`src/scrc_pkg.sv`:
```
// Constants of the calibration and reference configuration register slice.
// Assumes a 4-wire serial port: 24-bit frames, MSB first, sampled on mclk.
package scrc_pkg;

  // ----------------------------------------------------------------------
  // Frame layout
  // ----------------------------------------------------------------------
  localparam int unsigned FRAME_BITS = 24;
  localparam int unsigned HDR_BITS   = 8;
  localparam int unsigned DATA_BITS  = 16;
  localparam int unsigned ADDR_BITS  = 7;
  localparam int unsigned NUM_REGS   = 8;
  localparam int unsigned IDX_BITS   = 3;

  // ----------------------------------------------------------------------
  // Register offsets and storage indices
  // ----------------------------------------------------------------------
  localparam logic [6:0] OFS_TOP_CONTROL   = 7'h00;
  localparam logic [6:0] OFS_CAL_CLK_DIV   = 7'h01;
  localparam logic [6:0] OFS_RESERVED_TWO  = 7'h02;
  localparam logic [6:0] OFS_AMP_CAL_DELAY = 7'h04;
  localparam logic [6:0] OFS_RESERVED_SVN  = 7'h07;
  localparam logic [6:0] OFS_OSC_OVERRIDE  = 7'h08;
  localparam logic [6:0] OFS_REF_PATH_CFG  = 7'h09;
  localparam logic [6:0] OFS_INPUT_INPUT_MULTIPLIER_VALUE    = 7'h0A;

  localparam logic [2:0] IDX_TOP_CONTROL   = 3'h0;
  localparam logic [2:0] IDX_CAL_CLK_DIV   = 3'h1;
  localparam logic [2:0] IDX_RESERVED_TWO  = 3'h2;
  localparam logic [2:0] IDX_AMP_CAL_DELAY = 3'h3;
  localparam logic [2:0] IDX_RESERVED_SVN  = 3'h4;
  localparam logic [2:0] IDX_OSC_OVERRIDE  = 3'h5;
  localparam logic [2:0] IDX_REF_PATH_CFG  = 3'h6;
  localparam logic [2:0] IDX_INPUT_INPUT_MULTIPLIER_VALUE    = 3'h7;

  // ----------------------------------------------------------------------
  // Field positions
  // ----------------------------------------------------------------------
  localparam int unsigned TOP_POWER_DOWN   = 0;
  localparam int unsigned TOP_SOFT_RESET   = 1;
  localparam int unsigned TOP_FREQ_CAL_EN  = 3;
  localparam int unsigned TOP_AMP_CAL_EN   = 4;
  localparam int unsigned CAL_DIV_LSB      = 0;
  localparam int unsigned CAL_DIV_W        = 3;
  localparam int unsigned AMP_DLY_LSB      = 8;
  localparam int unsigned AMP_DLY_W        = 8;
  localparam int unsigned OVR_AMP_BIT      = 13;
  localparam int unsigned OVR_CAP_BIT      = 10;
  localparam int unsigned REF_DOUBLER_BIT  = 11;
  localparam int unsigned REF_ENABLE_BIT   = 9;
  localparam int unsigned INPUT_MULTIPLIER_VALUE_LSB         = 7;
  localparam int unsigned INPUT_MULTIPLIER_VALUE_W           = 5;

  // ----------------------------------------------------------------------
  // Reset values, ordered by storage index
  // ----------------------------------------------------------------------
  localparam logic [NUM_REGS-1:0][15:0] RST_VALS = {
    16'h0080, 16'h0200, 16'h0000, 16'h0000, 16'h1900, 16'h0000, 16'h0003, 16'h201C
  };

  typedef enum logic {
    ST_IDLE  = 1'b0,
    ST_SHIFT = 1'b1
  } scrc_frame_e;

endpackage : scrc_pkg
```
`src/scrc_config_regs.sv`:
```
// Register slice of a serially programmed synthesizer: serial port, reset,
// power-down, calibration clock divider, comparison delay, override muxes.
// Assumes all pins are synchronous to mclk and sck is far slower than mclk.
//
// What this block does
// - Writing reset bit resets device, bit self-clears.
// - Bit zero drives powerDown and stops calibration ticks.
// - Calibration clock is reference over two to divider.
// - Comparison delay field resets to 25, counts twice that many ticks.
// - Amplitude override uses programmed amplitude value.
// - Capacitor override skips frequency calibration, uses code.
// - Manual core chosen by force bit under capacitor override, core 1-7.
// - Bit eleven enables reference doubler, resets zero.
// - Bit nine enables reference path, resets one.
// - Frame is read bit, 7-bit address, 16 data.
`timescale 1ns/1ps

module scrc_config_regs #(
  parameter int unsigned AMP_W = 9,
  parameter int unsigned CAP_W = 8
) (
  input  wire logic             mclk,
  input  wire logic             rst_n,
  input  wire logic             csb_n,
  input  wire logic             sck,
  input  wire logic             sdi,
  output logic                  sdo,
  input  wire logic             referenceInput,
  input  wire logic             ampCmpStart,
  input  wire logic [AMP_W-1:0] ampCalValue,
  input  wire logic [AMP_W-1:0] ampDacValue,
  input  wire logic [CAP_W-1:0] capCalCode,
  input  wire logic [CAP_W-1:0] capbankCode,
  input  wire logic             coreForce,
  input  wire logic [2:0]       coreSelect,
  input  wire logic [2:0]       coreCalSelect,
  output logic                  swResetPulse,
  output logic                  powerDown,
  output logic                  calTick,
  output logic                  ampCmpDone,
  output logic                  ampCalRun,
  output logic                  freqCalRun,
  output logic [AMP_W-1:0]      ampSetting,
  output logic [CAP_W-1:0]      capSetting,
  output logic [2:0]            coreSel,
  output logic                  refDoublerEnable,
  output logic                  refPathEnable,
  output logic [4:0]            inputMultiplierValue
);

  // ----------------------------------------------------------------------
  // Address decode and readback
  // ----------------------------------------------------------------------
  function automatic logic [3:0] addrDecode(input logic [6:0] addr);
    unique case (addr)
      scrc_pkg::OFS_TOP_CONTROL:   addrDecode = {1'b1, scrc_pkg::IDX_TOP_CONTROL};
      scrc_pkg::OFS_CAL_CLK_DIV:   addrDecode = {1'b1, scrc_pkg::IDX_CAL_CLK_DIV};
      scrc_pkg::OFS_RESERVED_TWO:  addrDecode = {1'b1, scrc_pkg::IDX_RESERVED_TWO};
      scrc_pkg::OFS_AMP_CAL_DELAY: addrDecode = {1'b1, scrc_pkg::IDX_AMP_CAL_DELAY};
      scrc_pkg::OFS_RESERVED_SVN:  addrDecode = {1'b1, scrc_pkg::IDX_RESERVED_SVN};
      scrc_pkg::OFS_OSC_OVERRIDE:  addrDecode = {1'b1, scrc_pkg::IDX_OSC_OVERRIDE};
      scrc_pkg::OFS_REF_PATH_CFG:  addrDecode = {1'b1, scrc_pkg::IDX_REF_PATH_CFG};
      scrc_pkg::OFS_INPUT_INPUT_MULTIPLIER_VALUE:    addrDecode = {1'b1, scrc_pkg::IDX_INPUT_INPUT_MULTIPLIER_VALUE};
      default:                     addrDecode = 4'h0;
    endcase
  endfunction : addrDecode

  // ----------------------------------------------------------------------
  // Serial port state
  // ----------------------------------------------------------------------
  scrc_pkg::scrc_frame_e            state_r, state_nxt;
  logic [4:0]                       bitCnt_r, bitCnt_nxt;
  logic [scrc_pkg::FRAME_BITS-1:0]  shift_r, shift_nxt;
  logic [15:0]                      rdData_r, rdData_nxt;
  logic                             sdo_r, sdo_nxt, isRead_r, isRead_nxt;
  logic                             sckPrev_r, csbPrev_r;
  logic [scrc_pkg::NUM_REGS-1:0][15:0] regs_r, regs_nxt;
  logic                             swReset_r, swReset_nxt;
  logic                             sckRise, sckFall, csbRise, commit;
  logic [3:0]                       wrDec, rdDec;

  assign sckRise = !csb_n && sck && !sckPrev_r;
  assign sckFall = !csb_n && !sck && sckPrev_r;
  assign csbRise = csb_n && !csbPrev_r;
  assign wrDec   = addrDecode(shift_r[22:16]);
  assign rdDec   = addrDecode(shift_nxt[6:0]);
  assign commit  = (state_r == scrc_pkg::ST_SHIFT) && csbRise
                   && (bitCnt_r == 5'(scrc_pkg::FRAME_BITS)) && !shift_r[23];

  always_comb begin
    state_nxt  = state_r;
    bitCnt_nxt = bitCnt_r;
    shift_nxt  = shift_r;
    rdData_nxt = rdData_r;
    sdo_nxt    = sdo_r;
    isRead_nxt = isRead_r;
    unique case (state_r)
      scrc_pkg::ST_IDLE: begin
        sdo_nxt = 1'b0;
        isRead_nxt = 1'b0;
        if (!csb_n) begin
          state_nxt  = scrc_pkg::ST_SHIFT;
          bitCnt_nxt = 5'h00;
        end
      end
      scrc_pkg::ST_SHIFT: begin
        if (csb_n) begin
          state_nxt = scrc_pkg::ST_IDLE;
          sdo_nxt   = 1'b0;
        end else if (sckRise) begin
          shift_nxt = {shift_r[scrc_pkg::FRAME_BITS-2:0], sdi};
          if (bitCnt_r != 5'h1F) begin
            bitCnt_nxt = bitCnt_r + 5'h01;
          end
          if (bitCnt_r == 5'(scrc_pkg::HDR_BITS - 1)) begin
            rdData_nxt = rdDec[3] ? regs_r[rdDec[2:0]] : 16'h0000;
            isRead_nxt = shift_r[6];
          end
        end else if (sckFall && isRead_r && bitCnt_r >= 5'(scrc_pkg::HDR_BITS)
                     && bitCnt_r < 5'(scrc_pkg::FRAME_BITS)) begin
          sdo_nxt    = rdData_r[15];
          rdData_nxt = {rdData_r[14:0], 1'b0};
        end
      end
    endcase
  end

  always_ff @(posedge mclk or negedge rst_n) begin
    if (!rst_n) begin
      state_r   <= scrc_pkg::ST_IDLE;
      bitCnt_r  <= 5'h00;
      shift_r   <= 24'h000000;
      rdData_r  <= 16'h0000;
      sdo_r     <= 1'b0;
      isRead_r  <= 1'b0;
      sckPrev_r <= 1'b0;
      csbPrev_r <= 1'b1;
    end else begin
      state_r   <= state_nxt;
      bitCnt_r  <= bitCnt_nxt;
      shift_r   <= shift_nxt;
      rdData_r  <= rdData_nxt;
      sdo_r     <= sdo_nxt;
      isRead_r  <= isRead_nxt;
      sckPrev_r <= sck;
      csbPrev_r <= csb_n;
    end
  end

  // ----------------------------------------------------------------------
  // Register file and software reset
  // ----------------------------------------------------------------------
  always_comb begin
    regs_nxt    = regs_r;
    swReset_nxt = 1'b0;
    if (commit && wrDec[3]) begin
      if (wrDec[2:0] == scrc_pkg::IDX_TOP_CONTROL && shift_r[scrc_pkg::TOP_SOFT_RESET]) begin
        regs_nxt    = scrc_pkg::RST_VALS;
        swReset_nxt = 1'b1;
      end else begin
        regs_nxt[wrDec[2:0]] = shift_r[15:0];
        regs_nxt[scrc_pkg::IDX_TOP_CONTROL][scrc_pkg::TOP_SOFT_RESET] = 1'b0;
      end
    end
  end

  always_ff @(posedge mclk or negedge rst_n) begin
    if (!rst_n) begin
      regs_r    <= scrc_pkg::RST_VALS;
      swReset_r <= 1'b0;
    end else begin
      regs_r    <= regs_nxt;
      swReset_r <= swReset_nxt;
    end
  end

  // ----------------------------------------------------------------------
  // Calibration clock, comparison delay and override muxes
  // ----------------------------------------------------------------------
  logic [6:0]       calCnt_r, calCnt_nxt;
  logic             calTick_r, calTick_nxt, refPrev_r;
  logic [8:0]       cmpCnt_r, cmpCnt_nxt;
  logic             cmpBusy_r, cmpBusy_nxt, cmpDone_r, cmpDone_nxt;
  logic             pwrDn_r, dbl_r, refEn_r, ampRun_r, freqRun_r;
  logic [AMP_W-1:0] amp_r, amp_nxt;
  logic [CAP_W-1:0] cap_r, cap_nxt;
  logic [2:0]       core_r, core_nxt;
  logic [4:0]       input_multiplier_value_r;
  logic [2:0]       calDiv;
  logic [7:0]       calPeriod;
  logic             refRise, ampOvr, capOvr, calRestart;

  assign calDiv    = regs_r[scrc_pkg::IDX_CAL_CLK_DIV][scrc_pkg::CAL_DIV_LSB +: scrc_pkg::CAL_DIV_W];
  assign calPeriod = 8'h01 << calDiv;
  assign refRise   = referenceInput && !refPrev_r && refEn_r && !pwrDn_r;
  assign ampOvr    = regs_r[scrc_pkg::IDX_OSC_OVERRIDE][scrc_pkg::OVR_AMP_BIT];
  assign capOvr    = regs_r[scrc_pkg::IDX_OSC_OVERRIDE][scrc_pkg::OVR_CAP_BIT];
  assign calRestart = commit && wrDec == {1'b1, scrc_pkg::IDX_CAL_CLK_DIV};

  always_comb begin
    calCnt_nxt  = calCnt_r;
    calTick_nxt = 1'b0;
    cmpCnt_nxt  = cmpCnt_r;
    cmpBusy_nxt = cmpBusy_r;
    cmpDone_nxt = 1'b0;
    if (refRise) begin
      if ({1'b0, calCnt_r} == calPeriod - 8'h01) begin
        calCnt_nxt  = 7'h00;
        calTick_nxt = 1'b1;
      end else begin
        calCnt_nxt = calCnt_r + 7'h01;
      end
    end
    if (ampCmpStart && !cmpBusy_r) begin
      cmpBusy_nxt = 1'b1;
      cmpCnt_nxt  = {regs_r[scrc_pkg::IDX_AMP_CAL_DELAY][scrc_pkg::AMP_DLY_LSB +: scrc_pkg::AMP_DLY_W], 1'b0};
    end else if (cmpBusy_r && calTick_r) begin
      if (cmpCnt_r <= 9'h001) begin
        cmpBusy_nxt = 1'b0;
        cmpDone_nxt = 1'b1;
        cmpCnt_nxt  = 9'h000;
      end else begin
        cmpCnt_nxt = cmpCnt_r - 9'h001;
      end
    end
    if (swReset_r) begin
      calCnt_nxt  = 7'h00;
      cmpBusy_nxt = 1'b0;
      cmpCnt_nxt  = 9'h000;
    end
    if (calRestart) begin
      calCnt_nxt = 7'h00;
    end
    amp_nxt  = ampOvr ? ampDacValue : ampCalValue;
    cap_nxt  = capOvr ? capbankCode : capCalCode;
    core_nxt = (capOvr && coreForce && coreSelect != 3'h0) ? coreSelect : coreCalSelect;
  end

  always_ff @(posedge mclk or negedge rst_n) begin
    if (!rst_n) begin
      calCnt_r  <= 7'h00;
      calTick_r <= 1'b0;
      refPrev_r <= 1'b0;
      cmpCnt_r  <= 9'h000;
      cmpBusy_r <= 1'b0;
      cmpDone_r <= 1'b0;
      pwrDn_r   <= 1'b0;
      dbl_r     <= 1'b0;
      refEn_r   <= 1'b1;
      ampRun_r  <= 1'b1;
      freqRun_r <= 1'b1;
      amp_r     <= '0;
      cap_r     <= '0;
      core_r    <= 3'h0;
      input_multiplier_value_r    <= 5'h01;
    end else begin
      calCnt_r  <= calCnt_nxt;
      calTick_r <= calTick_nxt;
      refPrev_r <= referenceInput;
      cmpCnt_r  <= cmpCnt_nxt;
      cmpBusy_r <= cmpBusy_nxt;
      cmpDone_r <= cmpDone_nxt;
      pwrDn_r   <= regs_r[scrc_pkg::IDX_TOP_CONTROL][scrc_pkg::TOP_POWER_DOWN];
      dbl_r     <= regs_r[scrc_pkg::IDX_REF_PATH_CFG][scrc_pkg::REF_DOUBLER_BIT];
      refEn_r   <= regs_r[scrc_pkg::IDX_REF_PATH_CFG][scrc_pkg::REF_ENABLE_BIT];
      ampRun_r  <= regs_r[scrc_pkg::IDX_TOP_CONTROL][scrc_pkg::TOP_AMP_CAL_EN] && !ampOvr;
      freqRun_r <= regs_r[scrc_pkg::IDX_TOP_CONTROL][scrc_pkg::TOP_FREQ_CAL_EN] && !capOvr;
      amp_r     <= amp_nxt;
      cap_r     <= cap_nxt;
      core_r    <= core_nxt;
      input_multiplier_value_r    <= regs_r[scrc_pkg::IDX_INPUT_INPUT_MULTIPLIER_VALUE][scrc_pkg::INPUT_MULTIPLIER_VALUE_LSB +: scrc_pkg::INPUT_MULTIPLIER_VALUE_W];
    end
  end

  assign sdo                  = sdo_r;
  assign swResetPulse         = swReset_r;
  assign powerDown            = pwrDn_r;
  assign calTick              = calTick_r;
  assign ampCmpDone           = cmpDone_r;
  assign ampCalRun            = ampRun_r;
  assign freqCalRun           = freqRun_r;
  assign ampSetting           = amp_r;
  assign capSetting           = cap_r;
  assign coreSel              = core_r;
  assign refDoublerEnable     = dbl_r;
  assign refPathEnable        = refEn_r;
  assign inputMultiplierValue = input_multiplier_value_r;

  // ----------------------------------------------------------------------
  // Assertions and covers
  // ----------------------------------------------------------------------
  logic [7:0] refSinceTick_r;
  always_ff @(posedge mclk or negedge rst_n) begin
    if (!rst_n) begin
      refSinceTick_r <= 8'h00;
    end else if (calTick_nxt || swReset_r || calRestart) begin
      refSinceTick_r <= 8'h00;
    end else if (refRise) begin
      refSinceTick_r <= refSinceTick_r + 8'h01;
    end
  end
endmodule : scrc_config_regs

```
`config.mk`:
```
export PLATFORM = sky130hd
export DESIGN_NAME = scrc_config_regs
export DESIGN_NICKNAME = d
export VERILOG_FILES = /design/src/scrc_pkg.sv /design/src/scrc_config_regs.sv
export SDC_FILE = /design/constraint.sdc
export NUM_CORES = 1
export LEC_CHECK = 0
export ABC_AREA = 1
export BUFFER_PORTS_ARGS = -buffer_cell sky130_fd_sc_hd__buf_2
export CORE_ASPECT_RATIO = 0.75
export CORE_MARGIN = 5
export CORE_UTILIZATION = 59
export CTS_CLUSTER_SIZE = 28
export DETAILED_ROUTE_END_ITERATION = 7
export PLACE_DENSITY = 0.76
export SYNTH_ARGS = -nofsm -noshare
export SYNTH_HDL_FRONTEND = slang
export SYNTH_SLANG_ARGS = --single-unit
```
`constraint.sdc`:
```
create_clock -name mclk -period 2.7 [get_ports mclk]
set_input_delay 0.27 -clock mclk [delete_from_list [all_inputs] [get_ports mclk]]
set_output_delay 0.27 -clock mclk [all_outputs]
set_load 0.02 [all_outputs]
```
==> summary by stage <==
Layout
The library cells used most frequently in the layout, excluding fill and tap cells, are nand2_1, dfrtp_1, nand3_1. The number of antenna diodes in the final layout is 0. The number of nets in the layout is 1498. Leaving out fill and tap cells, the most frequent cell in the layout is nand2_1.

Leaving out filler cells and counting taps, the final layout contains 1698. Cells with a size suffix above 1 make up 14.84% of the layout. Once layout is done, the placed cells without fillers occupy 12880 sq um.

The area growth from synthesis to layout is 18.83%. Once layout is complete, the utilization of the core stands at 72.07%.

Clocking
Counting the buffers created by CTS gives 23. CTS saw around 230 sinks. CTS built an H-tree with a depth of 1. The maximum count of clock buffers along a single path is 3. The clock insertion delay at the later pin of the skew report is 0.53 ns. The clock tree root buffer cell is clkbuf_16. The clock slew seen by the registers of the worst setup and hold paths is about 0.060 ns.

The TritonCTS clock tree is built.

Critical path
The worst setup path is of the reg2reg kind. The worst setup path is captured at a register. Of all nets on the critical path, the largest fanout is 12. The startpoint type of the worst setup path is a register. Data on the critical path arrives at its endpoint at between 2 and 3 ns. The data required time of the critical path is 3.09 ns.

Synthesis
The sequential area share after synthesis is roughly 53%. Counting flops with an async set or reset pin after synthesis yields a share of between 90% and 100%. Synthesis produced 1300 cells. Counting flops with a built-in enable in the synthesized netlist gives 0. The cell area that synthesis handed to floorplanning was 10840 sq um. The predominant post-synthesis flop cell is dfrtp_1. The average instance in the mapped netlist occupies 8.335 sq um. The net count of the mapped netlist is 1359. In this run, synthesis produced a sequential element count of 228.

The Yosys step of the flow raised 0 warnings. The netlist uses 41 different library cells.

GRT
The number of antenna violations at the first check in global routing is 0. The total routing resource utilization after global routing is 29.02%. The number of global-route vias before repair is between 9000 and 10000. The first global-routing pass estimated approximately 50 mm of wire. Entering global routing, the biggest net connects 66 pins.

The total overflow left after global routing is 0.

Timing
Setup repair after global routing could not meet its margin everywhere. The max-slew headroom at the worst pin is 56.88%. Dividing the final minimum period by the clock period gives about 94%. The maximum operating frequency is a little under 400 MHz. The number of hold violations in the final report is 0. The tightest hold margin is 0.01768 ns.

For the final routed database, the setup TNS stands at 0 ns. Setup violations remaining at the end of the flow were counted as 0. The final critical-path setup slack is 0.1492 ns. The worst path needs 2.551 ns of the cycle, external delays included. Between clock sinks in the finished design, the worst skew comes to 0.01767 ns. The count of pins over their slew limit is 0.

At the pin with the least slew margin, the transition time is 0.6452 ns.

Power and ir drop
In this run switching power makes up 30.00% of total power. The power spent charging and discharging nets is 2.528 mW. Across the VDD grid, the largest voltage drop is 0.5331 mV. The clock network is responsible for 37.9% of the overall power. The analysis attributes to cell leakage a power of 6.368 nW.

In this run, flip-flops and latches consume between 40% and 50% of the power. Combinational cells account for around 17% of the total power. The internal power of the cells totals 5.896 mW. Power comes to ~8.4 mW. The power density over the cells is about 650 nW/um^2.

Floorplanning
The core footprint is ~18000 sq um. The die covers 21200 sq um. During I/O placement, the number of pins put on the boundary was 82. The number of rows in the core area is 42. The die boundary width is roughly 170 microns. The die span in y is 127.4 microns.

The starting density of the core is 60.64%.

Run status
The run finished with clean final reports.

Detailed routing
The total number of vias is slightly below 10000. The total iterations of the first detailed-routing run is 5. The first-iteration detailed-routing DRC count is 1211. The ratio of routed vias to standard cells is 5.842. For this block, the routed nets add up to 31.07 mm of wire. The count of nets left with antenna violations after detail routing is 0. Dividing the detail-routed wire length by the instance count gives ~18 microns. The DRC violation count after routing is 0.

Min path
The min-delay analysis places its worst path in the category in2reg.

Run
The number of max-cap violations is 0.

Placement
After detailed placement, the design holds a cell count of 1612. Detailed placement finished with a half-perimeter wire length of 20.16 mm. The pre-CTS worst setup slack is 0.1649 ns.

Summing all placed instances gives a cell area of ~12000 sq um. Port buffering added just over 80 buffers. The last weighted congestion value of the routability-driven placer is 0.9079.
worst max-delay path, cell delays in order, from the launching register on:
cell and delay, ns:
dfrtp_1 0.44, inv_1 0.11, ha_1 0.32, a21oi_1 0.15, nor2_1 0.05, nand2_1 0.12
nand2_1 0.11, nor2_1 0.24, nand2_2 0.20, inv_2 0.12, a21oi_1 0.05, nor2_1 0.13
buf_4 0.27, o22ai_1 0.11
synth_stat cells, types with 3 or more instances:
cell      instances  area share, %
a21oi_1          61            2.8
a22oi_1           4           0.28
a31oi_1           4           0.23
and3_1            3           0.17
buf_2            22            1.0
buf_4            14           0.97
buf_6             3           0.31
clkbuf_1         20           0.69
clkinv_1         12           0.42
dfrtp_1         212             49
dfstp_2          16            3.9
ha_1             11            1.3
inv_1           180            6.2
inv_2             7           0.24
nand2_1         244            8.5
nand2_2           7           0.40
nand3_1         200            9.2
nand4_1           3           0.17
nor2_1           66            2.3
nor2_2            6           0.35
nor3_1           12           0.55
o211ai_1          4           0.28
o21ai_0          56            2.6
o21ai_1           3           0.14
o22ai_1         103            5.9
xor2_1            6           0.48
timing repair:
item                                   CTS  global route
setup endpoints to repair                0            53
setup buffers                            0             1
endpoints found under the hold margin   82             0
resized for setup                        0             7
hold buffers                            43             0
final cells by class:
class / count / area [sq um]
timing repair buffer: 173 / 1276
inverter: 199 / 750.7
tap: 242 / 302.8
sequential: 228 / 5725
clock buffer: 34 / 676.9
clock inverter: 8 / 82.58
multi-input combinational: 814 / 4061
fill: 1352 / 4991
state kept, by name (all words and copies together) (netlist names), 3 cells and up:
| register | cells |
|---|---|
| bitCnt_r | 5 |
| calCnt_r | 7 |
| coreSel | 3 |
| inputMultiplierValue | 5 |
| ampSetting | 9 |
| shift_r | 24 |
| capSetting | 8 |
| regs_r | 122 |
| cmpCnt_r | 9 |
| calDiv | 3 |
| rdData_r | 16 |
layer usage:
metal,share of wire (%),up-vias,global-route usage (%)
met2,43,570,42.60
met3,12,59,8.802
met1,42,4710,42.52
li1,-,4580,-
met4,2.7,0,7.840
met5,0,-,0
final timing paths:
kind,startpoint,end,slack [ns],depth (start not counted)
worst max-delay path,shift_r[16]$_DFFE_PN0P_,regs_r[51]$_DFFE_PN0P_,0.15,13
worst min-delay path,coreCalSelect[1],coreSel[1]$_DFF_PN0_,0.02,2
worst max register to register,shift_r[16]$_DFFE_PN0P_,regs_r[51]$_DFFE_PN0P_,0.15,13
worst min register to register,regs_r[119]$_DFFE_PN1P_,inputMultiplierValue[0]$_DFF_PN1_,0.37,0
max in group asynchronous,rst_n,regs_r[13]$_DFFE_PN1P_,1.60,3
min in group asynchronous,rst_n,ampSetting[1]$_DFF_PN0_,0.29,2
power by group through the flow:
stage	Sequential, mW	Clock (mW)	Combinational, mW
final	3.76	3.19	1.47
after global routing	3.79	3.39	1.62
after CTS	3.76	3.22	1.43
after global placement	3.81	0	1.34
after floorplan	3.81	0	0.880
after detailed placement	3.82	0	1.37
cells by family after synthesis:
group / synth area share, %
simple gates: 22.62
compound gates: 12.90
flops: 52.84
xor+xnor: 0.4850
buf+inv: 9.885
fa+ha+maj: 1.270
No activity file was read; power rests on OpenSTA's default activity.
